--- src/hdl/hrs_pkg.sv ---
/*
 * Shared constants and types of the home return sequencer: method codes,
 * sequencer states, follow-up codes after a deceleration stop, timing.
 * Assumes a single 125 MHz clock.
 */
package hrs_pkg;
	localparam int HRS_METHOD_W = 4;
	localparam int HRS_METHOD_COUNT = 10;
	localparam logic [HRS_METHOD_W-1:0] HRS_M_FRONT_IDX = 4'h0; // front_edge_index_mode
	localparam logic [HRS_METHOD_W-1:0] HRS_M_FRONT_SW = 4'h1; // front_edge_switch_mode
	localparam logic [HRS_METHOD_W-1:0] HRS_M_BACK_IDX = 4'h2; // back_edge_index_mode
	localparam logic [HRS_METHOD_W-1:0] HRS_M_BACK_SW = 4'h3; // back_edge_switch_mode
	localparam logic [HRS_METHOD_W-1:0] HRS_M_LIMIT_IDX = 4'h4;
	localparam logic [HRS_METHOD_W-1:0] HRS_M_LIMIT = 4'h5;
	localparam logic [HRS_METHOD_W-1:0] HRS_M_INDEX = 4'h6;
	localparam logic [HRS_METHOD_W-1:0] HRS_M_STOPPER = 4'h7;
	localparam logic [HRS_METHOD_W-1:0] HRS_M_STOPPER_IDX = 4'h8;
	localparam logic [HRS_METHOD_W-1:0] HRS_M_DATA_SET = 4'h9;
	localparam logic [HRS_METHOD_W-1:0] HRS_M_LAST = 4'h9;

	localparam int HRS_TORQUE_W = 8;
	localparam int HRS_TIME_W = 16;

	localparam int HRS_CLK_PERIOD_NS = 8;
	localparam int HRS_TICK_MS = 1;
	localparam int HRS_MS_CYCLES = (HRS_TICK_MS * 1000000) / HRS_CLK_PERIOD_NS;
	localparam int HRS_DIV_W = 24;

	typedef enum logic [2:0] {
		HRS_IDLE = 3'b000,
		HRS_SEARCH = 3'b001,
		HRS_REVERSE = 3'b010,
		HRS_DECEL = 3'b011,
		HRS_CREEP = 3'b100,
		HRS_SERVO = 3'b101,
		HRS_CONTACT = 3'b110,
		HRS_FINISH = 3'b111
	} hrs_state_t;

	typedef enum logic [1:0] {
		HRS_AFT_FINISH = 2'b00,
		HRS_AFT_CREEP = 2'b01,
		HRS_AFT_SERVO = 2'b10,
		HRS_AFT_ABORT = 2'b11
	} hrs_after_t;
endpackage : hrs_pkg

--- src/hdl/hrs_contact_if.sv ---
/*
 * Carrier between the sequencer and its stopper contact timer.
 * Assumes both ends share sys_clk_i.
 */
`timescale 1ns/1ns
`default_nettype none
interface hrs_contact_if;
	import hrs_pkg::*;
	logic arm;
	logic [HRS_TORQUE_W-1:0] torque_pct;
	logic [HRS_TORQUE_W-1:0] threshold_pct;
	logic [HRS_TIME_W-1:0] time_ms;
	logic contact;
	modport seq (output arm, output torque_pct, output threshold_pct, output time_ms,
		input contact);
	modport timer (input arm, input torque_pct, input threshold_pct, input time_ms,
		output contact);
endinterface : hrs_contact_if
`default_nettype wire

--- src/hdl/hrs_contact_timer.sv ---
/*
 * Stopper contact timer: flags contact once torque has stayed above the
 * threshold for the set number of milliseconds while armed.
 * Assumes a millisecond length given in clock cycles by the parent.
 */
`timescale 1ns/1ns
`default_nettype none
module hrs_contact_timer
	import hrs_pkg::*;
#(
	parameter int MS_CYCLES = HRS_MS_CYCLES
) (
	input wire logic sys_clk_i,
	input wire logic rst_i,
	hrs_contact_if.timer ct
);
	logic [HRS_DIV_W-1:0] div_reg;
	logic [HRS_TIME_W-1:0] ms_reg;
	logic contact_reg;
	wire logic over = ct.arm && (ct.torque_pct > ct.threshold_pct);
	wire logic tick = (div_reg == HRS_DIV_W'(MS_CYCLES - 1));
	wire logic reached = (ms_reg >= ct.time_ms);

	always_ff @(posedge sys_clk_i) begin
		if (rst_i || !over) begin
			div_reg <= '0;
			ms_reg <= '0;
			contact_reg <= 1'b0;
		end else begin
			div_reg <= tick ? '0 : div_reg + 1'b1;
			if (tick && !reached)
				ms_reg <= ms_reg + 1'b1;
			contact_reg <= reached;
		end
	end
	assign ct.contact = contact_reg;

	chk_contact_hold: assert property (@(posedge sys_clk_i) disable iff (rst_i)
		!over |=> !ct.contact) else $error("contact flagged without torque");
endmodule : hrs_contact_timer
`default_nettype wire

--- src/hdl/hrs_sequencer.sv ---
/*
 * Per-axis home return sequencer: ten homing methods, servo index search
 * hand-off, stopper detection, busy and done flags, coordinate zeroing.
 * Assumes inputs synchronous to sys_clk_i, one sample per control cycle,
 * and a motion generator that reports when a commanded stop has ended.
 */
`timescale 1ns/1ns
`default_nettype none
module hrs_sequencer
	import hrs_pkg::*;
#(
	parameter int MS_CYCLES = HRS_MS_CYCLES
) (
	input wire logic sys_clk_i,
	input wire logic rst_i,
	input wire logic start_req_i,
	input wire logic [HRS_METHOD_W-1:0] method_i,
	input wire logic home_dir_pos_i,
	input wire logic other_op_start_i,
	input wire logic stop_req_i,
	input wire logic near_home_i,
	input wire logic limit_pos_i,
	input wire logic limit_neg_i,
	input wire logic motion_stopped_i,
	input wire logic servo_done_i,
	input wire logic [HRS_TORQUE_W-1:0] torque_pct_i,
	input wire logic [HRS_TORQUE_W-1:0] contact_torque_pct_i,
	input wire logic [HRS_TIME_W-1:0] contact_time_ms_i,
	output logic move_en_o,
	output logic move_dir_pos_o,
	output logic creep_o,
	output logic stop_cmd_o,
	output logic servo_search_o,
	output logic servo_search_pos_o,
	output logic coord_zero_o,
	output logic busy_o,
	output logic done_o,
	output logic cfg_err_o
);
	hrs_state_t state_reg, state_next;
	hrs_after_t after_reg, after_next;
	logic [HRS_METHOD_W-1:0] method_reg;
	logic home_pos_reg;
	logic dir_reg, dir_next;
	logic start_q, home_q, lim_pos_q, lim_neg_q;

	hrs_contact_if ct_if ();
	hrs_contact_timer #(.MS_CYCLES(MS_CYCLES)) u_timer (
		.sys_clk_i(sys_clk_i),
		.rst_i(rst_i),
		.ct(ct_if.timer)
	);
	assign ct_if.arm = (state_reg == HRS_CONTACT);
	assign ct_if.torque_pct = torque_pct_i;
	assign ct_if.threshold_pct = contact_torque_pct_i;
	assign ct_if.time_ms = contact_time_ms_i;

	always_ff @(posedge sys_clk_i) begin
		if (rst_i) begin
			start_q <= 1'b0;
			home_q <= 1'b0;
			lim_pos_q <= 1'b0;
			lim_neg_q <= 1'b0;
		end else begin
			start_q <= start_req_i;
			home_q <= near_home_i;
			lim_pos_q <= limit_pos_i;
			lim_neg_q <= limit_neg_i;
		end
	end

	wire logic start_rise = start_req_i && !start_q;
	wire logic method_ok = (method_i <= HRS_M_LAST);
	wire logic accept = start_rise && (state_reg == HRS_IDLE) && method_ok;
	wire logic reject = start_rise && (state_reg == HRS_IDLE) && !method_ok;
	wire logic home_rise = near_home_i && !home_q;
	wire logic home_fall = !near_home_i && home_q;
	wire logic lim_home = home_pos_reg ? limit_pos_i : limit_neg_i;
	wire logic lim_home_q = home_pos_reg ? lim_pos_q : lim_neg_q;
	wire logic lim_opp = home_pos_reg ? limit_neg_i : limit_pos_i;
	wire logic lim_opp_q = home_pos_reg ? lim_neg_q : lim_pos_q;
	wire logic lim_home_rise = lim_home && !lim_home_q;
	wire logic lim_opp_rise = lim_opp && !lim_opp_q;
	wire logic lim_opp_fall = !lim_opp && lim_opp_q;
	wire logic is_front = (method_reg == HRS_M_FRONT_IDX) || (method_reg == HRS_M_FRONT_SW);
	wire logic is_back = (method_reg == HRS_M_BACK_IDX) || (method_reg == HRS_M_BACK_SW);
	wire logic idx_after = (method_reg == HRS_M_FRONT_IDX) || (method_reg == HRS_M_BACK_IDX)
		|| (method_reg == HRS_M_LIMIT_IDX) || (method_reg == HRS_M_STOPPER_IDX);
	wire logic sw_after = (method_reg == HRS_M_FRONT_SW) || (method_reg == HRS_M_BACK_SW);
	wire logic trigger = (is_front && home_rise) || (is_back && home_fall)
		|| ((method_reg == HRS_M_LIMIT) && lim_home_rise);
	wire logic abortable = (state_reg != HRS_IDLE) && (state_reg != HRS_SERVO)
		&& (state_reg != HRS_FINISH) && (state_reg != HRS_DECEL);

	always_comb begin
		state_next = state_reg;
		after_next = after_reg;
		dir_next = dir_reg;
		if (stop_req_i && abortable) begin
			state_next = HRS_DECEL;
			after_next = HRS_AFT_ABORT;
		end else begin
			unique case (state_reg)
				HRS_IDLE: begin
					if (accept) begin
						dir_next = home_dir_pos_i;
						unique case (method_i)
							HRS_M_DATA_SET: state_next = HRS_FINISH;
							HRS_M_INDEX: state_next = HRS_SERVO;
							HRS_M_STOPPER, HRS_M_STOPPER_IDX: state_next = HRS_CONTACT;
							HRS_M_LIMIT_IDX: begin
								state_next = HRS_SEARCH;
								dir_next = !home_dir_pos_i;
							end
							default: state_next = HRS_SEARCH;
						endcase
					end
				end
				HRS_SEARCH: begin
					if (method_reg == HRS_M_LIMIT_IDX) begin
						if (lim_opp_rise) begin
							state_next = HRS_REVERSE;
							dir_next = home_pos_reg;
						end
					end else if (trigger) begin
						state_next = HRS_DECEL;
						after_next = idx_after ? HRS_AFT_SERVO
							: (sw_after ? HRS_AFT_CREEP : HRS_AFT_FINISH);
					end
				end
				HRS_REVERSE: begin
					if (lim_opp_fall) begin
						state_next = HRS_DECEL;
						after_next = HRS_AFT_SERVO;
					end
				end
				HRS_CONTACT: begin
					if (ct_if.contact) begin
						state_next = HRS_DECEL;
						after_next = (method_reg == HRS_M_STOPPER_IDX) ? HRS_AFT_SERVO
							: HRS_AFT_FINISH;
					end
				end
				HRS_DECEL: begin
					if (motion_stopped_i) begin
						unique case (after_reg)
							HRS_AFT_FINISH: state_next = HRS_FINISH;
							HRS_AFT_ABORT: state_next = HRS_IDLE;
							HRS_AFT_CREEP: begin
								state_next = HRS_CREEP;
								dir_next = !home_pos_reg;
							end
							HRS_AFT_SERVO: begin
								state_next = HRS_SERVO;
								dir_next = (method_reg == HRS_M_STOPPER_IDX) ? !home_pos_reg
									: home_pos_reg;
							end
						endcase
					end
				end
				HRS_CREEP: begin
					if (home_rise) begin
						state_next = HRS_DECEL;
						after_next = HRS_AFT_FINISH;
					end
				end
				HRS_SERVO: begin
					if (servo_done_i)
						state_next = HRS_FINISH;
				end
				HRS_FINISH: state_next = HRS_IDLE;
			endcase
		end
	end

	wire logic moving_next = (state_next == HRS_SEARCH) || (state_next == HRS_REVERSE)
		|| (state_next == HRS_CREEP) || (state_next == HRS_CONTACT);
	wire logic creep_next = (state_next == HRS_CREEP) || (state_next == HRS_CONTACT);
	wire logic done_next = (state_reg == HRS_FINISH)
		|| (done_o && !accept && !other_op_start_i);

	always_ff @(posedge sys_clk_i) begin
		if (rst_i) begin
			state_reg <= HRS_IDLE;
			after_reg <= HRS_AFT_FINISH;
			method_reg <= HRS_M_FRONT_IDX;
			home_pos_reg <= 1'b0;
			dir_reg <= 1'b0;
		end else begin
			state_reg <= state_next;
			after_reg <= after_next;
			dir_reg <= dir_next;
			if (accept) begin
				method_reg <= method_i;
				home_pos_reg <= home_dir_pos_i;
			end
		end
	end

	always_ff @(posedge sys_clk_i) begin
		if (rst_i) begin
			move_en_o <= 1'b0;
			move_dir_pos_o <= 1'b0;
			creep_o <= 1'b0;
			stop_cmd_o <= 1'b0;
			servo_search_o <= 1'b0;
			servo_search_pos_o <= 1'b0;
			coord_zero_o <= 1'b0;
			busy_o <= 1'b0;
			done_o <= 1'b0;
			cfg_err_o <= 1'b0;
		end else begin
			move_en_o <= moving_next;
			move_dir_pos_o <= dir_next;
			creep_o <= creep_next;
			stop_cmd_o <= (state_next == HRS_DECEL);
			servo_search_o <= (state_next == HRS_SERVO);
			servo_search_pos_o <= dir_next;
			coord_zero_o <= (state_next == HRS_FINISH);
			busy_o <= (state_next != HRS_IDLE);
			done_o <= done_next;
			cfg_err_o <= reject;
		end
	end

	chk_bad_method: assert property (@(posedge sys_clk_i) disable iff (rst_i)
		reject |=> cfg_err_o && !busy_o) else $error("illegal method started");
	chk_zero_then_done: assert property (@(posedge sys_clk_i) disable iff (rst_i)
		coord_zero_o |=> done_o && !busy_o) else $error("zeroing without done");
	chk_front_stop: assert property (@(posedge sys_clk_i) disable iff (rst_i)
		(state_reg == HRS_SEARCH) && is_front && home_rise && !stop_req_i
		|=> stop_cmd_o && !move_en_o) else $error("front edge not stopped");
	chk_servo_dir: assert property (@(posedge sys_clk_i) disable iff (rst_i)
		$rose(servo_search_o) && (method_reg != HRS_M_STOPPER_IDX)
		|-> servo_search_pos_o == home_pos_reg) else $error("index search direction");
	chk_creep_back: assert property (@(posedge sys_clk_i) disable iff (rst_i)
		(state_reg == HRS_CREEP) |-> creep_o && move_en_o
		&& (move_dir_pos_o != home_pos_reg)) else $error("creep not reversed");
	chk_back_stop: assert property (@(posedge sys_clk_i) disable iff (rst_i)
		(state_reg == HRS_SEARCH) && is_back && home_fall && !stop_req_i
		|=> stop_cmd_o) else $error("back edge not stopped");
	chk_limit_rev: assert property (@(posedge sys_clk_i) disable iff (rst_i)
		(state_reg == HRS_SEARCH) && (method_reg == HRS_M_LIMIT_IDX) && lim_opp_rise
		&& !stop_req_i |=> move_en_o && (move_dir_pos_o == home_pos_reg))
		else $error("limit reverse missing");
	chk_limit_only: assert property (@(posedge sys_clk_i) disable iff (rst_i)
		(state_reg == HRS_SEARCH) && (method_reg == HRS_M_LIMIT) && lim_home_rise
		&& !stop_req_i |=> stop_cmd_o) else $error("limit stop missing");
	chk_index_only: assert property (@(posedge sys_clk_i) disable iff (rst_i)
		accept && (method_i == HRS_M_INDEX) |=> servo_search_o
		&& (servo_search_pos_o == $past(home_dir_pos_i))) else $error("index search start");
	chk_stopper_rev: assert property (@(posedge sys_clk_i) disable iff (rst_i)
		$rose(servo_search_o) && (method_reg == HRS_M_STOPPER_IDX)
		|-> servo_search_pos_o != home_pos_reg) else $error("stopper not reversed");
	chk_data_set: assert property (@(posedge sys_clk_i) disable iff (rst_i)
		accept && (method_i == HRS_M_DATA_SET) |=> coord_zero_o && !move_en_o
		##1 done_o) else $error("data set failed");
	chk_edge_start: assert property (@(posedge sys_clk_i) disable iff (rst_i)
		$rose(busy_o) |-> $past(start_rise)) else $error("start without edge");
	chk_busy_start: assert property (@(posedge sys_clk_i) disable iff (rst_i)
		accept |=> busy_o && !done_o) else $error("busy not raised");
	chk_servo_stop: assert property (@(posedge sys_clk_i) disable iff (rst_i)
		(state_reg == HRS_SERVO) && !servo_done_i |=> servo_search_o && busy_o)
		else $error("servo search interrupted");
endmodule : hrs_sequencer
`default_nettype wire

--- config.mk ---
export PLATFORM = sky130hd
export DESIGN_NAME = hrs_sequencer
export DESIGN_NICKNAME = d
export VERILOG_FILES = /design/src/hdl/hrs_pkg.sv /design/src/hdl/hrs_contact_if.sv /design/src/hdl/hrs_contact_timer.sv /design/src/hdl/hrs_sequencer.sv
export SDC_FILE = /design/constraint.sdc
export NUM_CORES = 1
export LEC_CHECK = 0
export ABC_CLOCK_PERIOD_IN_PS = 2400
export BUFFER_PORTS_ARGS = -buffer_cell sky130_fd_sc_hd__buf_2
export CORE_MARGIN = 2
export CORE_UTILIZATION = 35
export DETAILED_ROUTE_END_ITERATION = 12
export PLACE_DENSITY_LB_ADDON = 0.05
export SYNTH_ARGS = -nofsm -noshare
export SYNTH_HDL_FRONTEND = slang
export SYNTH_SLANG_ARGS = --single-unit
--- constraint.sdc ---
create_clock -name sys_clk_i -period 2.4 [get_ports sys_clk_i]
set_input_delay 0.36 -clock sys_clk_i [delete_from_list [all_inputs] [get_ports sys_clk_i]]
set_output_delay 0.36 -clock sys_clk_i [all_outputs]
set_load 0.02 [all_outputs]
---- Yosys cells after proc, flatten, opt, wreduce, memory -nomap -nowiden ----
Index checks and enable logic that the tools add are counted.
storage, ports and cells
  bits in latches ......................... 0
  output and inout port bits .............. 10
  bits in writable memories ............... 0
  memories kept ........................... 0
  ROM bits ................................ 0
  bits of input ports ..................... 47
  register bits ........................... 64
operators by class
  bitwise operators ....................... 1
  divide/modulo/power cells ............... 0
  equal/unequal tests ..................... 42
  reductions and logical operators ........ 58
  muxes and demuxes ....................... 35
  multiply operators ...................... 0
  $lt $le $gt $ge ......................... 3
  add/subtract/negate cells ............... 2
  shift-type cells ........................ 0
operators by type and width
  operator                                                           count
  3-bit two-way mux                                                  10
  24-bit by 1-bit adder with 24-bit output, second input constant    1
  24-bit by 17-bit == test with 1-bit output, second input constant  1
  3-bit == test, second input constant                               8
  3-bit inequality test, second input constant                       8
  3-bit one-hot mux with 8 select lines                              1
  4-bit by 3-bit == test with 1-bit output, second input constant    5
  1-bit logical AND                                                  20
  16-bit by 1-bit adder with 16-bit output, second input constant    1
  16-bit greater-or-equal comparator                                 1
  2-bit two-way mux                                                  8
  1-bit logical OR                                                   14
  1-bit zero test                                                    13
  3-bit by 2-bit == test with 1-bit output, second input constant    4
  4-bit == test, second input constant                               3
  3-bit one-hot mux with 4 select lines                              1
  1-bit two-way mux                                                  11
  3-bit one-hot mux with 3 select lines                              1
  3-bit nonzero test                                                 3
  4-bit by 2-bit == test with 1-bit output, second input constant    2
  8-bit greater-than comparator                                      1
  2-bit inequality test, second input constant                       4
  2-bit one-hot mux with 4 select lines                              1
  7-bit AND reduction                                                1
  other kinds (15)                                                   18

---- Longest topological paths before layout ----
Gate-level depths: netlist of run 1.
  depth after elaboration ................. 13
  depth in mapped cells ................... 10

---- Cells and area by module ----
Synthesis of run 1 repeated with hierarchy kept, for this count alone.
second synthesis, totals
  cells, all modules ...................... 480
  area total of the unflattened synthesis .. 4002.6 um2
modules (own cells, without submodules)
  module             area each (um2)  cells an instance  instances
  hrs_contact_timer  2508.7           310                1
  hrs_sequencer      1493.9           170                1

---- Worst setup path after synthesis of run 1 ----
No wires, ideal clock.
  path kind ............................... input-to-reg
  from .................................... input contact_time_ms_i[7]
  to ...................................... register u_timer.ms_reg[11]
  library setup time ...................... 0.070 ns
  setup slack ............................. 0.156 ns
  stages on the path ...................... 9
  buffers on the path ..................... 1
  data required time ...................... 2.330 ns
  arrival time ............................ 2.174 ns
  cell sequence ........................... inv_1 ha_1 and3_1 a221o_1 a22oi_1 o2111ai_1 buf_2 or3_1 a21oi_1
on the way
  longest elaborated chain between the ends .. 3
RTL lines
  item                                RTL line                 RTL
  from (decl)                         hrs_sequencer.sv:28      input wire logic [HRS_TIME_W-1:0] contact_time_ms_i,
  16-bit greater-or-equal comparator  hrs_contact_timer.sv:22  wire logic reached = (ms_reg >= ct.time_ms);
  1-bit zero test                     hrs_contact_timer.sv:31  if (tick && !reached)
  1-bit logical AND                   hrs_contact_timer.sv:31
  to (signal assigned)                hrs_contact_timer.sv:32  ms_reg <= ms_reg + 1'b1;
  to (decl)                           hrs_contact_timer.sv:18  logic [HRS_TIME_W-1:0] ms_reg;
Every way passes these cells.
A chain may end at the register's enable or synchronous reset.

---- Worst setup path after layout of run 1 ----
  from .................................... register u_timer.ms_reg[6]
  to ...................................... register u_timer.ms_reg[5]
on the way
  longest elaborated chain between the ends .. 3
RTL lines
  item                                RTL line
  16-bit greater-or-equal comparator  hrs_contact_timer.sv:22
  1-bit zero test                     hrs_contact_timer.sv:31
  1-bit logical AND                   hrs_contact_timer.sv:31
Every way passes these cells.

==> results of run 1 <==
[worst max-delay path by stage]
| stage | start | to | slack (ns) | cells after the start |
|---|---|---|---|---|
| finish | u_timer.ms_reg[6] | u_timer.ms_reg[5] | 0.15 | 8 |
| global route | u_timer.ms_reg[6] | u_timer.ms_reg[15] | -0.01 | 8 |
| CTS | u_timer.ms_reg[6] | u_timer.ms_reg[5] | 0.11 | 8 |
| detailed placement | contact_time_ms_i[7] | u_timer.ms_reg[8] | -0.0004 | 10 |
| global placement | contact_time_ms_i[7] | u_timer.ms_reg[10] | 0.05 | 10 |
| floorplan | contact_time_ms_i[7] | u_timer.ms_reg[11] | 0.16 | 9 |
[per-layer routing]
layer  track usage  wire length, um  part of all wire
met1         0.221             4630              0.49
met2         0.258             4190              0.44
met3        0.0320              395             0.042
met4        0.0913              244             0.026
met5             0                0                 0
[per-stage QoR]
stage	power, mW	hold WS [ns]	setup WS (ns)
after floorplan	2.10	0.426	0.156
after global placement	2.47	0.443	0.0470
after detailed placement	2.47	0.458	-0.000379
after CTS	3.37	0.225	0.110
after global routing	3.57	0.232	-0.0138
final	3.34	0.234	0.154
[cell type report]
cell class	instances	area, sq um
clock buffers	14	173
inverters	39	146
repair buffers	78	470
multi-input cells	359	2380
well taps	140	175
flip-flops and latches	64	1280
clock inverters	2	12.5
fillers	1121	6200
[layout by cell type, fill, tap and decap left out, drive strengths merged, types with 3 or more instances in the layout]
cell / synthesis / routed
or3: 15 / 15
xnor2: 12 / 12
nand2: 29 / 29
and4: 5 / 5
xor2: 13 / 13
a21o: 5 / 5
o2111ai: 3 / 3
and3: 10 / 10
mux2i: 4 / 4
nand4: 9 / 9
dfxtp: 64 / 64
mux2: 3 / 3
a31oi: 3 / 3
nand2b: 9 / 9
nor4b: 6 / 6
a21oi: 33 / 33
nand3: 25 / 25
nand3b: 3 / 3
o21ai: 28 / 28
o311ai: 3 / 3
ha: 29 / 29
and3b: 3 / 3
nor2b: 8 / 8
nor2: 52 / 52
nor3: 10 / 10
buf: 11 / 78
o31ai: 3 / 3
inv: 39 / 39
clkbuf: 7 / 14
nor3b: 3 / 3
[power groups by stage]
stage | sequential, mW | combinational, mW | clock, mW
global route | 1.25 | 1.36 | 0.957
floorplan | 1.28 | 0.827 | 0
finish | 1.24 | 1.22 | 0.882
detailed placement | 1.26 | 1.21 | 0
global placement | 1.26 | 1.21 | 0
CTS | 1.24 | 1.22 | 0.912
[timing repair]
| item | 4_1_cts | 5_1_grt |
|---|---|---|
| gates resized for setup | 0 | 2 |
| setup endpoints to repair | 0 | 12 |
| buffers inserted | 0 | 1 |
[logic make-up after synthesis]
logic type      count (synthesis)  synth area share
buf+inv                        57            0.0599
mux                             7            0.0190
fa+ha+maj                      29            0.0934
xor+xnor                       25            0.0564
compound gates                 99             0.162
flops                          64             0.330
simple gates                  199             0.280
==> results list, run 1 <==
- Status: completed
* Final hold violation count: 0
* Critical register-to-register path endpoint: u_timer.ms_reg[5]
* Overall Global Routing Usage: 0.168
- By instance count, the leading cell after synthesis is dfxtp_1.
* Placer's final routability congestion estimate: 0.828
* Clock transition at the registers of the reported paths: 0.07 ns
- The clock reaches the later pin of the worst-skew pair after 0.36 ns.
- In this run, the number of DRC markers left after iteration 0 of detailed routing was 163.
- By area the synthesized netlist is led by dfxtp_1 33%, ha_1 9.3%, nor2_1 5.0%, a21oi_1 4.1%, inv_1 3.8%.
- Share of power burned in registers: 0.371
- Pin slew with the least headroom to its limit: 0.606 ns
- In this run the horizontal extent of the chip is roughly 110 um.
- The number of hold buffers added after CTS was 0.
* Switching Share: 0.363
- Critical Path Source Type: flop
- The floorplan step defined a core boundary enclosing 0.0108 sq mm.
* Post-route fraction of the period consumed by the critical path: 0.936
- For this design the ratio of total power to cell area is 720 mW/mm^2.
- Together, buffers and inverters on the worst path number 1.
- Vias in the first global route: ~3300
- Arrival time of the worst setup path: 2.54 ns
- Ports placed on the boundary: 57
- Synthesis produced a netlist with a net count of 556.
- The floorplan has 38 rows.
- Timing would allow up to approximately 0.45 GHz.
- Flop and latch count out of synthesis: 64
- Comb power frac: 0.366
- Cell area after placement: 0.00444 sq mm
* DR vias/cell: 5.08
- Worst hold path type: input port to flop
- For this block, the routed nets add up to 9460 um of wire.
- Worst hold path depth: 2
* Number of synthesized flops with an enable pin: 0
* Leakage Power: 1.91 nW
- Final #Nets: 627
- Across the run, the number of max-cap violations was 0.
- Setup Skew: 0.00500 ns
- Headroom to the max-slew limit came out at 0.591.
* Post-synth top flop: dfxtp_1
- Antenna diode count: 0
- Setup violations remaining at the end of the flow were counted as 0.
- Die boundary height: approximately 110 um
- Summing every instance area after synthesis gives between 0.003 and 0.004 sq mm.
- Clock buffers created by TritonCTS: 9
- The setup path with the least slack is of type flop to flop.
- Kind of cell adding the most delay to the critical path: compound AO/OA/AOI/OAI gates
- Detail Route Antenna Nets: 0
* IR drop worst, VDD: 492 uV
- The count of buffers added on input and output ports is 56.
* Launching point of the worst reg2reg path: u_timer.ms_reg[6]
- Slack of the worst reg-to-reg path: 0.15 ns
- In this run the most critical hold path is launched from start_req_i.
- Effective utilization at floorplan: 0.358
- Synthesized instance count: 480
* Synth unique cells: 63
- The number of cells on the worst reg-to-reg path is 8.
* Internal power component: 2.13 mW
- Cell Chain, Critical Path: ha_1 -> and3_1 -> a221o_1 -> a22oi_2 -> o2111ai_1 -> buf_4 -> or3_1 -> a21oi_1
- The number of antenna violations at the first check in global routing came to 0.
- Largest area contributor in the synthesized netlist: dfxtp_1
- For this run, the register share of the synthesized area comes to 0.330.
- Final instance count without filler cells: 696
- Synth async-reset ratio: 0
- The worst path in the final design needs a cycle of 2.25 ns, including I/O delays and setup.
* Final core utilization: 0.428
* Final setup TNS: 0 ns
* Overall overflow remaining after global route: 0
- Area share of the leading cell type in the synthesized netlist: 0.330
- The number of placed instances, taps included, is 679.
* Wire length of the first global-routing pass: 15600 um
- The routed layout has 3534 vias.
* Pre-Repair DR Iteration Count: 4
* Crit path max fanout: 13
- In this design, the stage delay of the slowest critical-path cell is roughly 0.38 ns.
- The die covers 0.0120 sq mm.
- After detailed routing, the average wire length per cell comes to 13.6 um.
- Entering global routing, the biggest net connects 25 pins.
* Area growth from synthesis to final layout: 19.5%
- In the synthesized netlist, the cells that appear most often are 64 x dfxtp_1, 52 x nor2_1, 39 x inv_1.
- Type of destination of the critical path: flop
- Root buf cell: clkbuf_8
- Drc violations: 0
* Max reg flops: 24
- The slowest stage of the critical path is the a221o_1 cell.
* DPL Wire Length: 7150 um
* Post-Layout Inst Area: roughly 0.0046 sq mm
- Clock tree from TritonCTS: built
- Hold Crit Endpoint: start_q
- Setup repair after global routing could not meet its margin everywhere.
- The H-tree generated during clock tree synthesis spans 3 levels.
- Clock share of power: 0.264
* Average cell area after synthesis: 8.09 sq um
- In the final layout, the share of cells above drive strength 1 is 0.196.
- The final count of pins violating max slew was 0.
* Switching power summed over all nets: 1.21 mW
* TritonCTS Sinks: 64
- Data on the critical path is required at its endpoint by 2.69 ns.
* Buffer depth of the longest clock path: 2
- Number of warnings printed during yosys synthesis: 0
Power figures use the tool's default switching activity.
==> inputs of run 2 (changes only) <==
--- a/config.mk
+++ b/config.mk
@@ -8,7 +8,7 @@
 export ABC_CLOCK_PERIOD_IN_PS = 2400
 export BUFFER_PORTS_ARGS = -buffer_cell sky130_fd_sc_hd__buf_2
 export CORE_MARGIN = 2
-export CORE_UTILIZATION = 35
+export CORE_UTILIZATION = 30
 export DETAILED_ROUTE_END_ITERATION = 12
 export PLACE_DENSITY_LB_ADDON = 0.05
 export SYNTH_ARGS = -nofsm -noshare
==> results list, run 2 (same netlist as run 1, synthesis figures left out) <==
- Final setup TNS: 0 ns (unchanged)
- The critical path class was flop to flop (unchanged).
- Clock tree from TritonCTS: built (unchanged)
- The number of ports placed on the die boundary was 57 (unchanged).
- The endpoint arrival time on the critical path was 2.48 ns (was 2.54 ns).
- The total core area was 0.0126 sq mm (was 0.0108 sq mm).
- Required time of the critical path: 2.66 ns (was 2.69 ns)
- The relative slew slack is 0.636 (was 0.591).
- The critical path launch point type is a flop (unchanged).
- The shortest clock period the worst path allows after layout is 2.22 ns (was 2.25 ns).
- Highest-count cells in the layout ignoring fill and taps: 63 x dfxtp_1, 56 x buf_2, 52 x nor2_1 (unchanged)
* Switching power summed over all nets: 1.26 mW (was 1.21 mW)
* Number of hold buffers added after CTS: 0 (unchanged)
* Worst-skew pair later-pin latency: 0.33 ns (was 0.36 ns)
* Post-route fraction of the period consumed by the critical path: 0.927 (was 0.936)
- The fraction of power consumed by combinational cells was 0.322 (was 0.366).
- The buffer depth of the longest clock path is 2 (unchanged).
* Total via count after detailed routing: 3527 (was 3534)
* Leakage Power: 1.99 nW (was 1.91 nW)
- Number of placement rows: 41 (was 38)
- The clock tree root driver cell is clkbuf_16 (was clkbuf_8).
- The residual overflow from global routing came to 0 (unchanged).
- Footprint of the multi-input gates: 0.00240 sq mm (was 0.00238 sq mm)
* Number of buffer cells added on primary ports: 56 (unchanged)
- Number of failing setup endpoints in the final timing report: 0 (unchanged)
- The worst-margin pin slew is 0.543 ns (was 0.606 ns).
- Drc violations: 0 (unchanged)
- Type of destination of the critical path: flop (unchanged)
* Setup Skew: 0.00656 ns (was 0.00500 ns)
- Status: completed (unchanged)
- Number of gates resized after CTS: 0 (unchanged)
- The peak fanout along the critical path is 13 (unchanged).
- The detailed-route wire length came to 9750 um (was 9460 um).
- The post-CTS repair timing setup buffer count is 0 (unchanged).
- DR vias/cell: 4.83 (was 5.08)
- The power share of the clock group is 0.348 (was 0.264).
- The die area is 0.0139 sq mm (was 0.0120 sq mm).
- The share of layout cells above drive strength 1 is 0.203 (was 0.196).
* Unrepaired setup endpoints after global routing: no (was yes)
- DPL Wire Length: 7400 um (was 7150 um)
- The commonest non-fill, non-tap cell in the layout is dfxtp_1 (unchanged).
* Vias in the first global route: 3412 (was 3304)
* Antenna violations before repair: 0 (unchanged)
- Clock buffers created by TritonCTS: 9 (unchanged)
* Wire length of the first global-routing pass: 16700 um (was 15600 um)
* H-tree Lvls: 3 (unchanged)
* Pins Over Slew Limit: 0 (unchanged)
- The largest vdd supply drop was 276 uV (was 492 uV).
- Overall Global Routing Usage: 0.149 (was 0.168)
- The per-cell routed wire length is 13.4 um (was 13.6 um).
* Placer's final routability congestion estimate: 0.829 (was 0.828)
* MaxCap Viol Count: 0 (unchanged)
- Fillers: 1360 (was 1121)
- Maximum number of pins on one net before global-route repair: 25 (unchanged)
* Switching Share: 0.332 (was 0.363)
- The highest clock frequency the design can meet was 0.450 GHz (was 0.445 GHz).
* Effective utilization at floorplan: 0.308 (was 0.358)
- Final core utilization: 0.382 (was 0.428)
- The largest incremental delay on the critical path is 0.39 ns (was 0.38 ns).
- The number of DRC markers after the initial detailed-route iteration was 198 (was 163).
* Cell Chain, Critical Path: ha_1 -> and3_1 -> a221o_1 -> a22oi_2 -> o2111ai_1 -> buf_4 -> or3_1 -> a21oi_1 (unchanged)
* Final hold violation count: 0 (unchanged)
- Power Dens Cells: 789 mW/mm^2 (was 720 mW/mm^2)
- Final #Nets: 629 (was 627)
- Clock transition at the registers of the reported paths: 0.05 ns (was 0.07 ns)
- The sequential cell area in the final layout is 0.00128 sq mm (unchanged).
- Critical-path cell with the highest stage delay: a221o_1 (unchanged)
- The number of flip-flops under the largest register name came to 24 (unchanged).
- Detail Route Antenna Nets: 0 (unchanged)
- The antenna diode count came to 0 (unchanged).
- Share of power burned in registers: 0.330 (was 0.371)
- The vertical extent of the die is 118 um (was 109 um).
- The first-pass detailed-route iteration total is 4 (unchanged).
- The internal power contribution came to 2.54 mW (was 2.13 mW).
- TritonCTS Sinks: 64 (unchanged)
- Worst hold path type: input port to flop (unchanged)
- The die width came to 118 um (was 109 um).
- Area growth from synthesis to final layout: 24.2% (was 19.5%)
==> run 2: changes by cell type in the layout (fill, tap and decap cells not counted), sizes merged <==
cell      before  now
buf           78   80
bufinv         0    1
clkbuf        14   13
clkinv         1    2
clkinvlp       1    0
==> run 2: worst paths after layout <==
path,start,to,slack (ns),cells after the start
setup / recovery,u_timer.ms_reg[6],u_timer.ms_reg[13],0.18,8
hold / removal,start_req_i,start_q,0.26,2
setup reg to reg,u_timer.ms_reg[6],u_timer.ms_reg[13],0.18,8
hold reg to reg,u_timer.div_reg[0],u_timer.div_reg[0],0.47,1
==> run 2: power groups by stage <==
stage          clock [mW]  sequential [mW]  combinational (mW)
2_1_floorplan           0             1.28               0.827
3_3_place_gp            0             1.28                1.22
3_5_place_dp            0             1.28                1.21
4_1_cts              1.38             1.26                1.21
5_1_grt              1.42             1.27                1.38
6_report             1.33             1.26                1.23
==> run 2: metal layers <==
metal | track usage | routed length [um]
met1 | 0.190 | 4790
met2 | 0.243 | 4600
met3 | 0.0359 | 281
met4 | 0.0550 | 77
met5 | 0 | 0
==> run 2: area by class of cell <==
cell class | instances | area share
multi-input cells | 359 | 0.497
flip-flops and latches | 64 | 0.266
repair buffers | 80 | 0.101
clock buffers | 13 | 0.0539
well taps | 172 | 0.0446
inverters | 39 | 0.0303
clock inverters | 3 | 0.00830
==> run 2: metrics by stage <==
stage               area, sq um  std cells  setup WS [ns]  hold slack, ns  power, mW
floorplan                  3880        480          0.156           0.426       2.10
global placement           4510        714         0.0346           0.447       2.50
detailed placement         4510        714        -0.0236           0.467       2.48
CTS                        4810        730         0.0928           0.247       3.85
global route               4830        730        0.00435           0.271       4.07
finish                     4830        730          0.176           0.263       3.81
==> run 2: worst max-delay path: cells and delay by family (launching register included) <==
kind,cells,cell delay [ns]
buf+inv,1,0.20
compound gates,4,0.82
fa+ha+maj,1,0.28
simple gates,2,0.51
flops,1,0.34
==> inputs of run 3 (changes only) <==
--- a/config.mk
+++ b/config.mk
@@ -8,7 +8,7 @@
 export ABC_CLOCK_PERIOD_IN_PS = 2400
 export BUFFER_PORTS_ARGS = -buffer_cell sky130_fd_sc_hd__buf_2
 export CORE_MARGIN = 2
-export CORE_UTILIZATION = 30
+export CORE_UTILIZATION = 58
 export DETAILED_ROUTE_END_ITERATION = 12
 export PLACE_DENSITY_LB_ADDON = 0.05
 export SYNTH_ARGS = -nofsm -noshare
==> results list, run 3 (same netlist as run 1, synthesis figures left out) <==
- Effective utilization at floorplan: 0.605 (was 0.308)
- Antenna violations before repair: 0 (unchanged)
- The buffer depth of the longest clock path was 2 (unchanged).
- DR vias/cell: 5.73 (was 4.83)
- Clock tree from TritonCTS: built (unchanged)
- The first-pass detailed-route iteration total came to 9 (was 4).
- Detail Route Antenna Nets: 0 (unchanged)
- Post-detailed-route wirelength per cell: 13.6 um (was 13.4 um)
- The count of filler cells inserted in the layout is 531 (was 1360).
- Final hold violation count: 0 (unchanged)
* Arrival time of the worst setup path: 2.53 ns (was 2.48 ns)
- The clock buffer count from CTS was 9 (unchanged).
* Switching Share: 0.338 (was 0.332)
- H-tree Lvls: 3 (unchanged)
- Leakage Power: 1.91 nW (was 1.99 nW)
- Unrepaired setup endpoints after global routing: no (unchanged).
- DPL Wire Length: 6390 um (was 7400 um)
- Number of buffer cells added on primary ports: 56 (unchanged)
- Drc violations: 6 (was 0)
* Die boundary height: 85.8 um (was 118 um)
- Final core utilization: 0.712 (was 0.382)
* Internal power component: 2.36 mW (was 2.54 mW)
- The number of global-route vias before repair came to 3334 (was 3412).
* Number of failing setup endpoints in the final timing report: 0 (unchanged)
* Max Clk Rate: 0.442 GHz (was 0.450 GHz)
- Kind of cell adding the most delay to the critical path: compound AO/OA/AOI/OAI gates (unchanged)
* Max reg flops: 24 (unchanged)
- The number of DRC markers after the initial detailed-route iteration came to 140 (was 198).
- The cell at the slowest stage of the critical path is a221o_1 (unchanged).
- The final count of pins violating max slew came to 0 (unchanged).
* Type of destination of the critical path: flop (unchanged)
- The post-route worst hold slack was 0.235 ns (was 0.263 ns).
- Cell Chain, Critical Path: ha_1 -> and3_1 -> a221o_1 -> a22oi_1 -> o2111ai_1 -> buf_4 -> or3_1 -> a21oi_1 (was ha_1 -> and3_1 -> a221o_1 -> a22oi_2 -> o2111ai_1 -> buf_4 -> or3_1 -> a21oi_1).
- The sink count of the clock tree came to 64 (unchanged).
- The total number of vias came to 3584 (was 3527).
- Overall overflow remaining after global route: 0 (unchanged)
* Placer's final routability congestion estimate: 0.898 (was 0.829)
- Crit path max fanout: 13 (unchanged)
- Status: finished, violations left (was completed)
* Highest-count cells in the layout ignoring fill and taps: 62 x dfxtp_1, 56 x buf_2, 52 x nor2_1 (was 63 x dfxtp_1, 56 x buf_2, 52 x nor2_1)
- The count of buffer and inverter cells on the critical path is 1 (unchanged).
* Floorplan Core Area: 0.00642 sq mm (was 0.0126 sq mm)
* Critical Path Source Type: flop (unchanged)
- The power share of the clock group was 0.325 (was 0.348).
- The required arrival time at the worst endpoint came to 2.67 ns (was 2.66 ns).
* Ports placed on the boundary: 57 (unchanged)
- Area growth from synthesis to final layout: 17.8% (was 24.2%)
- Wire length of the first global-routing pass: 14400 um (was 16700 um)
* Final #Nets: 620 (was 629)
* Slack of the worst reg-to-reg path: 0.14 ns (was 0.18 ns)
- Antenna diode count: 0 (unchanged)
- Clock transition at the registers of the reported paths: 0.07 ns (was 0.05 ns)
- Share of power burned in registers: 0.356 (was 0.330)
- Commonest non-fill, non-tap cell in the layout: dfxtp_1 (unchanged)
- The detailed-route wire length was 8530 um (was 9750 um).
- Final setup TNS: 0 ns (unchanged)
- Power Dens Cells: 778 mW/mm^2 (was 789 mW/mm^2)
- Critical Path Max Stage Delay: 0.37 ns (was 0.39 ns)
* Number of placement rows: 29 (was 41)
- The fraction of power consumed by combinational cells was 0.319 (was 0.322).
- Number of hold buffers added after CTS: 0 (unchanged)
- The relative slew slack was 0.596 (was 0.636).
- The worst-margin pin slew is 0.598 ns (was 0.543 ns).
- MaxCap Viol Count: 0 (unchanged)
- Placement Setup Slack: 0.000273 ns (was -0.0236 ns)
- Failing checks: DRC
- The largest vdd supply drop is 327 uV (was 276 uV).
- Share of final-layout standard cells stronger than drive strength 1: 0.189 (was 0.203)
* Overall Global Routing Usage: 0.240 (was 0.149)
* Worst-skew pair later-pin latency: 0.34 ns (was 0.33 ns)
* Final Critical Period: 2.26 ns (was 2.22 ns)
* Switching power summed over all nets: 1.20 mW (was 1.26 mW)
- Setup Skew: 0.00823 ns (was 0.00656 ns)
- The post-layout worst setup margin came to 0.137 ns (was 0.176 ns).
- The post-CTS repair timing setup buffer count was 0 (unchanged).
- The die area came to 0.00737 sq mm (was 0.0139 sq mm).
- Maximum number of pins on one net before global-route repair: 25 (unchanged)
- The worst min-delay path class is input port to flop (unchanged).
* Number of gates resized after CTS: 0 (unchanged)
- Width of the chip: 85.8 um (was 118 um)
* Root buf cell: clkbuf_8 (was clkbuf_16)
- The critical path class is flop to flop (unchanged).
- Post-route fraction of the period consumed by the critical path: 0.943 (was 0.927)
## run 3: metal layers
| metal | track usage | wire length (um) | vias up |
|---|---|---|---|
| met3 | 0.0337 | 376 | 9 |
| li1 | - | - | 1843 |
| met5 | 0 | 0 | - |
| met2 | 0.413 | 4180 | 89 |
| met4 | 0.108 | 120 | 0 |
| met1 | 0.297 | 3850 | 1643 |
## run 3: per-stage QoR
step | instances | total power [mW] | area [sq um]
3_3_place_gp | 610 | 2.37 | 4320
6_report | 626 | 3.56 | 4580
2_1_floorplan | 480 | 2.10 | 3880
3_5_place_dp | 610 | 2.41 | 4320
4_1_cts | 626 | 3.56 | 4570
5_1_grt | 626 | 3.75 | 4580
## run 3: layout make-up
class / count / area [sq um] / share of cell area
multi-input cells: 359 / 2380 / 0.520
flip-flops and latches: 64 / 1280 / 0.281
repair buffers: 71 / 418 / 0.0913
inverters: 39 / 146 / 0.0320
clock buffers: 10 / 138 / 0.0301
clock inverters: 6 / 115 / 0.0252
well taps: 77 / 96.3 / 0.0211
## run 3: power by group through the flow
stage / logic (mW) / registers, mW / clock network, mW
after global placement: 1.09 / 1.28 / 0
after floorplan: 0.827 / 1.28 / 0
after global routing: 1.25 / 1.28 / 1.23
final: 1.14 / 1.27 / 1.16
after CTS: 1.13 / 1.26 / 1.18
after detailed placement: 1.12 / 1.29 / 0
## run 3: path summary, 6_finish.rpt
check | startpoint | to | cells after the start
worst max-delay path | u_timer.ms_reg[5] | u_timer.ms_reg[5] | 8
worst min-delay path | start_req_i | start_q | 2
worst max register to register | u_timer.ms_reg[5] | u_timer.ms_reg[5] | 8
worst min register to register | u_timer.div_reg[0] | u_timer.div_reg[0] | 1
